**config.mk**
```make
export PLATFORM = sky130hd
export DESIGN_NAME = dich_top
export DESIGN_NICKNAME = d
export VERILOG_FILES = /design/src/rtl/dich_pkg.sv /design/src/rtl/dich_mon_map.sv /design/src/rtl/dich_top.sv
export SDC_FILE = /design/constraint.sdc
export NUM_CORES = 1
export LEC_CHECK = 0
export BUFFER_PORTS_ARGS = -buffer_cell sky130_fd_sc_hd__buf_2
export CAP_MARGIN = 20
export CORE_ASPECT_RATIO = 0.7
export CORE_UTILIZATION = 45
export CTS_BUF_LIST = sky130_fd_sc_hd__clkbuf_16
export DETAILED_ROUTE_END_ITERATION = 7
export PLACE_DENSITY = 0.72
export SLEW_MARGIN = 15
export SYNTH_ARGS = -nofsm -noshare
export SYNTH_HDL_FRONTEND = slang
export SYNTH_SLANG_ARGS = --single-unit
export TNS_END_PERCENT = 5
```
**constraint.sdc**
```tcl
create_clock -name hclk -period 2.3 [get_ports hclk]
set_input_delay 0.23 -clock hclk [delete_from_list [all_inputs] [get_ports hclk]]
set_output_delay 0.23 -clock hclk [all_outputs]
set_load 0.005 [all_outputs]
```
**src/rtl/dich_pkg.sv**
```systemverilog
package dich_pkg;

  // Register byte offsets on the AHB-Lite slave
  localparam logic [7:0] OFS_CMD = 8'h00;
  localparam logic [7:0] OFS_CTRL = 8'h04;
  localparam logic [7:0] OFS_STAT = 8'h08;
  localparam logic [7:0] OFS_RDATA = 8'h0C;
  localparam logic [7:0] OFS_MSEL_FIRST = 8'h10;
  localparam logic [7:0] OFS_MSEL_THIRD = 8'h14;
  localparam logic [7:0] OFS_MRES_FIRST = 8'h24;
  localparam int NUM_MSEL_MORE = 4;
  localparam int NUM_MRES = 6;

  // Field positions
  localparam int CMD_CODE_LSB = 0;
  localparam int CMD_DATA_LSB = 16;
  localparam int CTRL_RAM_ONLY_BIT = 0;
  localparam int CTRL_LINK_EXT_LSB = 8;
  localparam int STAT_OK_BIT = 0;
  localparam int STAT_ERR_BIT = 1;
  localparam int STAT_RD_PEND_BIT = 2;

  // Instruction codes
  localparam logic [7:0] IC_PRD_LO = 8'h00;
  localparam logic [7:0] IC_PRD_HI = 8'h63;
  localparam logic [7:0] IC_PWR_LO = 8'h80;
  localparam logic [7:0] IC_PWR_HI = 8'hE3;
  localparam logic [7:0] IC_FAULT_CLR = 8'hF4;
  localparam logic [7:0] IC_PARAM_CLR = 8'hFC;
  localparam logic [7:0] IC_DRV_RESET = 8'hFD;
  localparam logic [7:0] IC_SECOND_RD = 8'h6C;
  localparam logic [7:0] IC_SECOND_WR = 8'hEC;
  localparam logic [7:0] IC_SPMON_RD = 8'h73;
  localparam logic [7:0] IC_SPMON_WR = 8'hF3;
  localparam logic [7:0] IC_LINK_EXT_WR = 8'hFF;

  // Data keys and special values
  localparam logic [15:0] KEY_9696 = 16'h9696;
  localparam logic [15:0] KEY_5A5A = 16'h5A5A;
  localparam logic [15:0] KEY_9966 = 16'h9966;
  localparam logic [15:0] KEY_55AA = 16'h55AA;
  localparam logic [15:0] RAW_8888 = 16'hFFF0;
  localparam logic [15:0] RAW_9999 = 16'hFFFF;
  localparam logic [15:0] VAL_8888 = 16'h22B8;
  localparam logic [15:0] VAL_9999 = 16'h270F;
  localparam logic [15:0] SAT16 = 16'hFFFF;
  localparam logic [7:0] SECOND_SEL_MAX = 8'h02;
  localparam logic [7:0] LINK_EXT_ONE = 8'h01;
  localparam logic [7:0] LINK_EXT_NINE = 8'h09;

  // Reset values
  localparam logic [7:0] RST_SECOND_SEL = 8'h00;
  localparam logic [7:0] RST_SPMON_SEL = 8'h01;
  localparam logic [7:0] RST_LINK_EXT = 8'h00;

  // Monitor codes
  localparam logic [7:0] MC_FREQ0 = 8'h00;
  localparam logic [7:0] MC_FREQ1 = 8'h01;
  localparam logic [7:0] MC_CURRENT = 8'h02;
  localparam logic [7:0] MC_VOLTAGE = 8'h03;
  localparam logic [7:0] MC_SET_FREQ = 8'h05;

  typedef struct packed {
    logic [31:0] out_freq;
    logic [31:0] out_current;
    logic [31:0] out_voltage;
    logic [31:0] set_freq;
  } dich_mon_src_t;

  typedef struct packed {
    logic fault_clear;
    logic param_clear;
    logic all_clear;
    logic clear_comm;
    logic drive_reset;
    logic param_wr;
    logic param_rd;
    logic [7:0] param_idx;
    logic [15:0] param_val;
  } dich_cmd_out_t;

  typedef struct packed {
    logic dph_valid;
    logic dph_write;
    logic [7:0] dph_addr;
    logic [31:0] hrdata;
    logic ram_only;
    logic [7:0] link_ext;
    logic [7:0] second_sel;
    logic [7:0] spmon_sel;
    logic last_ok;
    logic last_err;
    logic rd_pend;
    logic [15:0] rdata;
    logic [15:0] msel_first;
    logic [NUM_MSEL_MORE-1:0][15:0] msel_more;
    logic [NUM_MRES-1:0][15:0] mres;
    dich_cmd_out_t cmd;
  } dich_state_t;

  function automatic logic [15:0] sat16(input logic [31:0] v);
    return (v > {16'h0000, SAT16}) ? SAT16 : v[15:0];
  endfunction

endpackage

```
**src/rtl/dich_mon_map.sv**
```systemverilog
`timescale 1ns/100ps
`default_nettype none
module dich_mon_map (
  input wire logic [7:0] code,
  input wire logic upper,
  input wire dich_pkg::dich_mon_src_t src,
  output logic [15:0] value
);

  // Sources are raw frequency, current and voltage values, never scaled by the speed display settings
  always_comb begin
    case (code)
      dich_pkg::MC_FREQ0: value = upper ? dich_pkg::sat16(src.out_freq) : 16'h0000;
      dich_pkg::MC_FREQ1: value = dich_pkg::sat16(src.out_freq);
      dich_pkg::MC_CURRENT: value = dich_pkg::sat16(src.out_current);
      dich_pkg::MC_VOLTAGE: value = dich_pkg::sat16(src.out_voltage);
      dich_pkg::MC_SET_FREQ: value = dich_pkg::sat16(src.set_freq);
      default: value = 16'h0000;
    endcase
  end

endmodule
`default_nettype wire

```
**src/rtl/dich_top.sv**
```systemverilog
// Local design decisions: the register offsets and the AHB-Lite register port.
`timescale 1ns/100ps
`default_nettype none
module dich_top (
  input wire logic hclk,
  input wire logic hresetn,
  input wire logic hsel,
  input wire logic [31:0] haddr,
  input wire logic [1:0] htrans,
  input wire logic hwrite,
  input wire logic [2:0] hsize,
  input wire logic [31:0] hwdata,
  input wire logic hready,
  output logic [31:0] hrdata,
  output logic hreadyout,
  output logic hresp,
  input wire dich_pkg::dich_mon_src_t mon_src,
  input wire logic [31:0] param_rdata,
  output dich_pkg::dich_cmd_out_t cmd_out,
  output logic param_ram_only,
  output logic [7:0] second_sel,
  output logic [7:0] link_ext
);

  dich_pkg::dich_state_t st_ff;
  dich_pkg::dich_state_t nxt_st;
  logic [dich_pkg::NUM_MRES-1:0][15:0] mon_val;
  logic [dich_pkg::NUM_MRES-1:0][7:0] mon_code;
  logic [dich_pkg::NUM_MRES-1:0] mon_upper;
  logic addr_valid;
  logic [7:0] cmd_code;
  logic [15:0] cmd_data;
  logic ext_ok;

  assign addr_valid = hsel & htrans[1] & hready;
  assign cmd_code = hwdata[dich_pkg::CMD_CODE_LSB +: 8];
  assign cmd_data = hwdata[dich_pkg::CMD_DATA_LSB +: 16];
  assign ext_ok = (st_ff.link_ext == dich_pkg::LINK_EXT_ONE) ||
                  (st_ff.link_ext == dich_pkg::LINK_EXT_NINE);

  // Lower byte of the first word feeds the first result, upper the second
  always_comb begin
    mon_code[0] = st_ff.msel_first[7:0];
    mon_upper[0] = 1'b0;
    mon_code[1] = st_ff.msel_first[15:8];
    mon_upper[1] = 1'b1;
    for (int i = 0; i < dich_pkg::NUM_MSEL_MORE; i++) begin
      mon_code[i+2] = st_ff.msel_more[i][7:0];
      mon_upper[i+2] = 1'b0;
    end
  end

  for (genvar g = 0; g < dich_pkg::NUM_MRES; g++) begin : g_mon
    dich_mon_map u_map (
      .code(mon_code[g]),
      .upper(mon_upper[g]),
      .src(mon_src),
      .value(mon_val[g])
    );
  end

  function automatic logic [7:0] msel_more_ofs(input int i);
    return 8'(dich_pkg::OFS_MSEL_THIRD + 8'(4 * i));
  endfunction

  function automatic logic [7:0] mres_ofs(input int i);
    return 8'(dich_pkg::OFS_MRES_FIRST + 8'(4 * i));
  endfunction

  function automatic logic [31:0] rd_mux(input dich_pkg::dich_state_t s, input logic [7:0] a);
    logic [31:0] r;
    r = 32'h0000_0000;
    if (a == dich_pkg::OFS_CTRL) begin
      r[dich_pkg::CTRL_RAM_ONLY_BIT] = s.ram_only;
      r[dich_pkg::CTRL_LINK_EXT_LSB +: 8] = s.link_ext;
    end else if (a == dich_pkg::OFS_STAT) begin
      r[dich_pkg::STAT_OK_BIT] = s.last_ok;
      r[dich_pkg::STAT_ERR_BIT] = s.last_err;
      r[dich_pkg::STAT_RD_PEND_BIT] = s.rd_pend;
    end else if (a == dich_pkg::OFS_RDATA) begin
      r[15:0] = s.rdata;
    end else if (a == dich_pkg::OFS_MSEL_FIRST) begin
      r[15:0] = s.msel_first;
    end else begin
      for (int i = 0; i < dich_pkg::NUM_MSEL_MORE; i++) begin
        if (a == msel_more_ofs(i)) begin
          r[15:0] = s.msel_more[i];
        end
      end
      for (int i = 0; i < dich_pkg::NUM_MRES; i++) begin
        if (a == mres_ofs(i)) begin
          r[15:0] = s.mres[i];
        end
      end
    end
    return r;
  endfunction

  function automatic logic [15:0] pwr_value(input logic [15:0] d);
    if (d == dich_pkg::RAW_8888) begin
      return dich_pkg::VAL_8888;
    end else if (d == dich_pkg::RAW_9999) begin
      return dich_pkg::VAL_9999;
    end
    return d;
  endfunction

  always_comb begin
    nxt_st = st_ff;
    // Command strobes are single-cycle pulses
    nxt_st.cmd.fault_clear = 1'b0;
    nxt_st.cmd.param_clear = 1'b0;
    nxt_st.cmd.all_clear = 1'b0;
    nxt_st.cmd.drive_reset = 1'b0;
    nxt_st.cmd.param_wr = 1'b0;
    nxt_st.cmd.param_rd = 1'b0;
    nxt_st.mres = mon_val;

    // Parameter read data arrives the cycle after the read strobe
    // A read strobe in the capture cycle re-arms, so a close second read is not lost
    if (st_ff.rd_pend) begin
      nxt_st.rdata = dich_pkg::sat16(param_rdata);
      nxt_st.rd_pend = st_ff.cmd.param_rd;
    end else if (st_ff.cmd.param_rd) begin
      nxt_st.rd_pend = 1'b1;
    end

    // Data phase of the previous address phase
    if (st_ff.dph_valid && st_ff.dph_write) begin
      if (st_ff.dph_addr == dich_pkg::OFS_CTRL) begin
        nxt_st.ram_only = hwdata[dich_pkg::CTRL_RAM_ONLY_BIT];
      end else if (st_ff.dph_addr == dich_pkg::OFS_MSEL_FIRST) begin
        nxt_st.msel_first = hwdata[15:0];
      end else if (st_ff.dph_addr == dich_pkg::OFS_CMD) begin
        nxt_st.last_ok = 1'b1;
        nxt_st.last_err = 1'b0;
        if (cmd_code >= dich_pkg::IC_PWR_LO && cmd_code <= dich_pkg::IC_PWR_HI) begin
          nxt_st.cmd.param_wr = 1'b1;
          nxt_st.cmd.param_idx = cmd_code;
          nxt_st.cmd.param_val = pwr_value(cmd_data);
        end else if (cmd_code <= dich_pkg::IC_PRD_HI) begin
          nxt_st.cmd.param_rd = 1'b1;
          nxt_st.cmd.param_idx = cmd_code;
        end else if (cmd_code == dich_pkg::IC_FAULT_CLR) begin
          if (cmd_data == dich_pkg::KEY_9696) begin
            nxt_st.cmd.fault_clear = 1'b1;
          end else begin
            nxt_st.last_ok = 1'b0;
            nxt_st.last_err = 1'b1;
          end
        end else if (cmd_code == dich_pkg::IC_PARAM_CLR) begin
          if (cmd_data == dich_pkg::KEY_9696 || cmd_data == dich_pkg::KEY_5A5A) begin
            nxt_st.cmd.param_clear = 1'b1;
            nxt_st.cmd.clear_comm = (cmd_data == dich_pkg::KEY_9696);
          end else if (cmd_data == dich_pkg::KEY_9966 || cmd_data == dich_pkg::KEY_55AA) begin
            nxt_st.cmd.all_clear = 1'b1;
            nxt_st.cmd.clear_comm = (cmd_data == dich_pkg::KEY_9966);
          end else begin
            nxt_st.last_ok = 1'b0;
            nxt_st.last_err = 1'b1;
          end
          if (nxt_st.cmd.param_clear || nxt_st.cmd.all_clear) begin
            nxt_st.second_sel = dich_pkg::RST_SECOND_SEL;
            nxt_st.spmon_sel = dich_pkg::RST_SPMON_SEL;
            nxt_st.link_ext = dich_pkg::RST_LINK_EXT;
          end
        end else if (cmd_code == dich_pkg::IC_DRV_RESET) begin
          if (cmd_data == dich_pkg::KEY_9696) begin
            nxt_st.cmd.drive_reset = 1'b1;
          end else begin
            nxt_st.last_ok = 1'b0;
            nxt_st.last_err = 1'b1;
          end
        end else if (cmd_code == dich_pkg::IC_SECOND_WR) begin
          if (ext_ok && cmd_data <= {8'h00, dich_pkg::SECOND_SEL_MAX}) begin
            nxt_st.second_sel = cmd_data[7:0];
          end else begin
            nxt_st.last_ok = 1'b0;
            nxt_st.last_err = 1'b1;
          end
        end else if (cmd_code == dich_pkg::IC_SECOND_RD) begin
          if (ext_ok) begin
            nxt_st.rdata = {8'h00, st_ff.second_sel};
          end else begin
            nxt_st.last_ok = 1'b0;
            nxt_st.last_err = 1'b1;
          end
        end else if (cmd_code == dich_pkg::IC_SPMON_WR) begin
          nxt_st.spmon_sel = cmd_data[7:0];
        end else if (cmd_code == dich_pkg::IC_SPMON_RD) begin
          nxt_st.rdata = {8'h00, st_ff.spmon_sel};
        end else if (cmd_code == dich_pkg::IC_LINK_EXT_WR) begin
          nxt_st.link_ext = cmd_data[7:0];
        end else begin
          nxt_st.last_ok = 1'b0;
          nxt_st.last_err = 1'b1;
        end
      end else begin
        for (int i = 0; i < dich_pkg::NUM_MSEL_MORE; i++) begin
          if (st_ff.dph_addr == msel_more_ofs(i)) begin
            nxt_st.msel_more[i] = hwdata[15:0];
          end
        end
      end
    end

    // Address phase; read data is registered so the slave never waits
    nxt_st.dph_valid = addr_valid;
    nxt_st.dph_write = hwrite;
    nxt_st.dph_addr = haddr[7:0];
    // Read from the updated copy so a pipelined read sees a write in its data phase
    if (addr_valid && !hwrite) begin
      nxt_st.hrdata = (haddr[31:8] == 24'h000000) ? rd_mux(nxt_st, haddr[7:0]) : 32'h0000_0000;
    end
    if (addr_valid && haddr[31:8] != 24'h000000) begin
      nxt_st.dph_valid = 1'b0;
    end
  end

  always_ff @(posedge hclk or negedge hresetn) begin
    if (!hresetn) begin
      st_ff <= '0;
      st_ff.second_sel <= dich_pkg::RST_SECOND_SEL;
      st_ff.spmon_sel <= dich_pkg::RST_SPMON_SEL;
      st_ff.link_ext <= dich_pkg::RST_LINK_EXT;
    end else begin
      st_ff <= nxt_st;
    end
  end

  always_comb begin
    hrdata = st_ff.hrdata;
    hreadyout = 1'b1;
    hresp = 1'b0;
    cmd_out = st_ff.cmd;
    param_ram_only = st_ff.ram_only;
    second_sel = st_ff.second_sel;
    link_ext = st_ff.link_ext;
  end

endmodule
`default_nettype wire

```
==> results by stage <==
Global routing:
- The largest net degree at the start of global routing is 61.
- The remaining global-route overflow is 0.
- The first global-routing pass estimated 83.3 mm of wire.
- The via count of the first global-routing pass is 13500.
- The number of antenna violations at the first check in global routing was 1.
- Across every metal layer, demand over resource in global routing totals 0.398.

STA:
- The number of hold violations in the final report is 0.
- Dividing the final minimum period by the clock period gives 1.18.
- The final worst setup slack is -407 ps.
- Timing would allow up to 369 MHz.
- Setup repair after global routing could not meet its margin everywhere.
- For the pin with the worst max-slew slack, the measured transition is 705 ps.
- The count of final setup violators is 27.
- The final clock skew is 13.7 ps.
- The worst slew margin relative to its limit is 0.530.
- The max-slew violation total from the final report is 0.
- Subtracting the final worst setup slack from the clock period gives 2710 ps.

Logic synthesis:
- The netlist uses 80 different library cells.
- Among all flip-flop cells after synthesis, the most frequent one is dfrtp_1.
- Synthesis inferred 181 register bits.
- In this run, synthesis inferred 0 flip-flops with an integrated enable.
- The fraction of registers with async set/reset is 1.00.
- The number of warnings printed during yosys synthesis is 0.
- The post-synthesis cell area is 12400 um2.
- The synthesized area per cell is 8.79 um2.
- Of the synthesized area, sequential elements account for 0.367.
- Synthesis handed over a netlist of 1405 instances.

Floorplan:
- The region available for standard cell placement spans 26800 um2.
- The top-level I/O count is 316.
- The overall die area is 28100 um2.
- The die boundary height is 141 um.
- The die is 200 um wide.
- For this configuration, the core starts out at a cell density of 0.460.
- In this run the core area contains 50 standard-cell rows.

Drt:
- In the final routed layout, each cell accounts on average for 24.8 um.
- For this block, the initial DRC count from the detailed router was 2307.
- In the routed design, unresolved DRC markers number 2.
- In this run the remaining antenna-violating nets after routing total 0.
- The routed via count is 14800.
- The first detailed-routing pass took 8 iterations.
- The overall routed net length is 57.2 mm.
- After detailed routing, the number of vias per cell comes to 6.40.

Clocking:
- The root buffer cell chosen for the clock tree is clkbuf_16.
- The H-tree was split into 4 levels.
- After clock tree synthesis, the clock-pin slew on the worst setup and hold paths is 80 ps.
- Clock latency on the worst-skew pair, taken at its later pin, is 460 ps.
- Counting along the longest clock path gives a buffer depth of 2.
- The CTS tree is built.
- Counting the buffers created by CTS gives 17.
- The tree built by TritonCTS fans out to 181 sinks.

Setup path:
- The worst setup path is of the flop to flop kind.
- The category of the worst setup path capture point is a flop.
- Along the worst path, the maximum fanout reaches 9.
- The critical path startpoint category is a flop.
- The worst path arrival time is 3080 ps.
- STA puts the critical path data required time at 2670 ps.

Pwr:
- The cell leakage power is 8.08 nW.
- The worst-case IR drop observed on VDD is 0.745 mV.
- The total power of the final layout is 0.00712 W.
- Dividing total power by cell area gives a power density of 411 nW/um2.

Job:
- The tool flagged a number of max-cap violations equal to 0.

Run status:
- The checks that failed: design-rule violations, negative setup slack.
- The run finished, with violations left.

Placed design:
- Timing analysis after detailed placement gives a worst setup slack of -494 ps.
- The final weighted congestion of routability-driven global placement is 1.07.
- Detailed placement ended at an HPWL of 44.2 mm.
- During placement, the flow inserted port buffers numbering 293.

Finish:
- The most common cell after layout, fill and taps aside is buf_4.
- The net total in the final layout is 2162.
- In the final layout, the share of cells above drive strength 1 is 0.468.
- The layout overhead on the synthesized area is 40.2%.
- Leaving out fill and tap cells, the most frequent cells in the layout are 340 x buf_4, 293 x buf_2, 180 x dfrtp_1.

Worst hold path:
- The classification of the worst-slack hold path is input pin to flop.
==> worst max-delay path, stage by stage, from the launching register on <==
cell	delay, ps
dfrtp_1	400
or4_4	600
or4_4	660
buf_4	210
o22ai_1	160
o21ai_0	120
nand3_1	160
nor3_1	90
o31ai_1	220
==> where the power goes <==
part / leakage [nW] / total [W] / switching [W] / internal, W
registers: 2.27 / 0.00331 / 0.0000553 / 0.00326
logic: 5.51 / 0.000802 / 0.000437 / 0.000365
clock network: 0.295 / 0.00301 / 0.00153 / 0.00148
==> state kept, by name (all words and copies together), names as in the netlist <==
name,count
st_ff,69
mon_code,48
cmd_out,31
hrdata,16
link_ext,8
second_sel,8
param_ram_only,1
==> area by class of cell <==
type                       instances  area (um2)
tap                              364         455
inverter                          24        90.1
clock buffer                      17         425
clock inverter                    15         176
antenna                            1        2.50
sequential                       181        4530
timing repair buffer             664        4460
fill                            2247        9520
multi-input combinational       1040        7180
==> cell families (layout without fill, tap and decap cells) <==
group                  Yosys count  count (layout)  share of synthesized area
muxes                           82              82                     0.0749
other                            2              19                   0.000608
buffers and inverters          200             720                     0.0893
DFF                            181             181                      0.367
AOI/OAI and AO/OA              467             467                      0.255
and+or+nand+nor                473             473                      0.214
==> path summary, 6_finish.rpt <==
| path | startpoint | cells past startpoint | slack, ps | endpoint |
|---|---|---|---|---|
| max in group asynchronous | hresetn | 3 | 1280 | mon_code[37] |
| worst min-delay path | hwdata[25] | 3 | 40 | cmd_out[9] |
| worst max-delay path | mon_code[22] | 8 | -410 | hrdata[15] |
| min in group asynchronous | hresetn | 2 | 280 | param_ram_only |
| worst max register to register | mon_code[22] | 8 | -410 | hrdata[15] |
| worst min register to register | cmd_out[10] | 2 | 470 | cmd_out[10] |
==> through the flow <==
| stage | std cells | instance area [um2] | hold WS, ps | setup TNS [ps] | util |
|---|---|---|---|---|---|
| 6_report | 2306 | 17300 | 37.6 | -6030 | 0.645 |
| 5_1_grt | 2305 | 17300 | 37.5 | -8900 | 0.645 |
| 4_1_cts | 2305 | 17200 | 21.6 | -5610 | 0.640 |
| 3_5_place_dp | 2264 | 16200 | 202 | -9190 | 0.603 |
| 3_3_place_gp | 2264 | 16200 | 196 | -8040 | 0.603 |
| 2_1_floorplan | 1421 | 12400 | -65.6 | -1290 | - |
==> what timing repair did <==
action,4_1_cts,5_1_grt
gates cloned,1,0
setup endpoints to repair,42,50
hold buffers,3,0
setup buffers,5,0
pin swaps,29,18
gates resized for setup,76,39
endpoints found under the hold margin,45,0
==> per-layer routing <==
layer,vias to the layer above,GRT usage,routed length [um]
met5,-,0,9
met4,2,0.0984,1420
met3,137,0.145,8290
met2,1067,0.540,23300
met1,7182,0.590,24200
li1,6364,-,-
==> synthesized netlist by cell type, drive strengths merged, types with 18 or more instances <==
| cell | number | share of area |
|---|---|---|
| a21oi | 34 | 0.014 |
| a221oi | 27 | 0.019 |
| a22o | 26 | 0.018 |
| a22oi | 49 | 0.031 |
| buf | 113 | 0.063 |
| clkbuf | 63 | 0.019 |
| dfrtp | 180 | 0.36 |
| inv | 24 | 0.0073 |
| mux2 | 80 | 0.073 |
| nand2 | 86 | 0.026 |
| nand3 | 39 | 0.016 |
| nand4 | 27 | 0.015 |
| nor2 | 121 | 0.037 |
| nor3 | 26 | 0.011 |
| nor4 | 53 | 0.034 |
| o21ai | 117 | 0.048 |
| o22ai | 122 | 0.062 |
| o31ai | 18 | 0.011 |
| or2 | 23 | 0.012 |
| or4 | 19 | 0.013 |
Power figures use the tool's default switching activity.
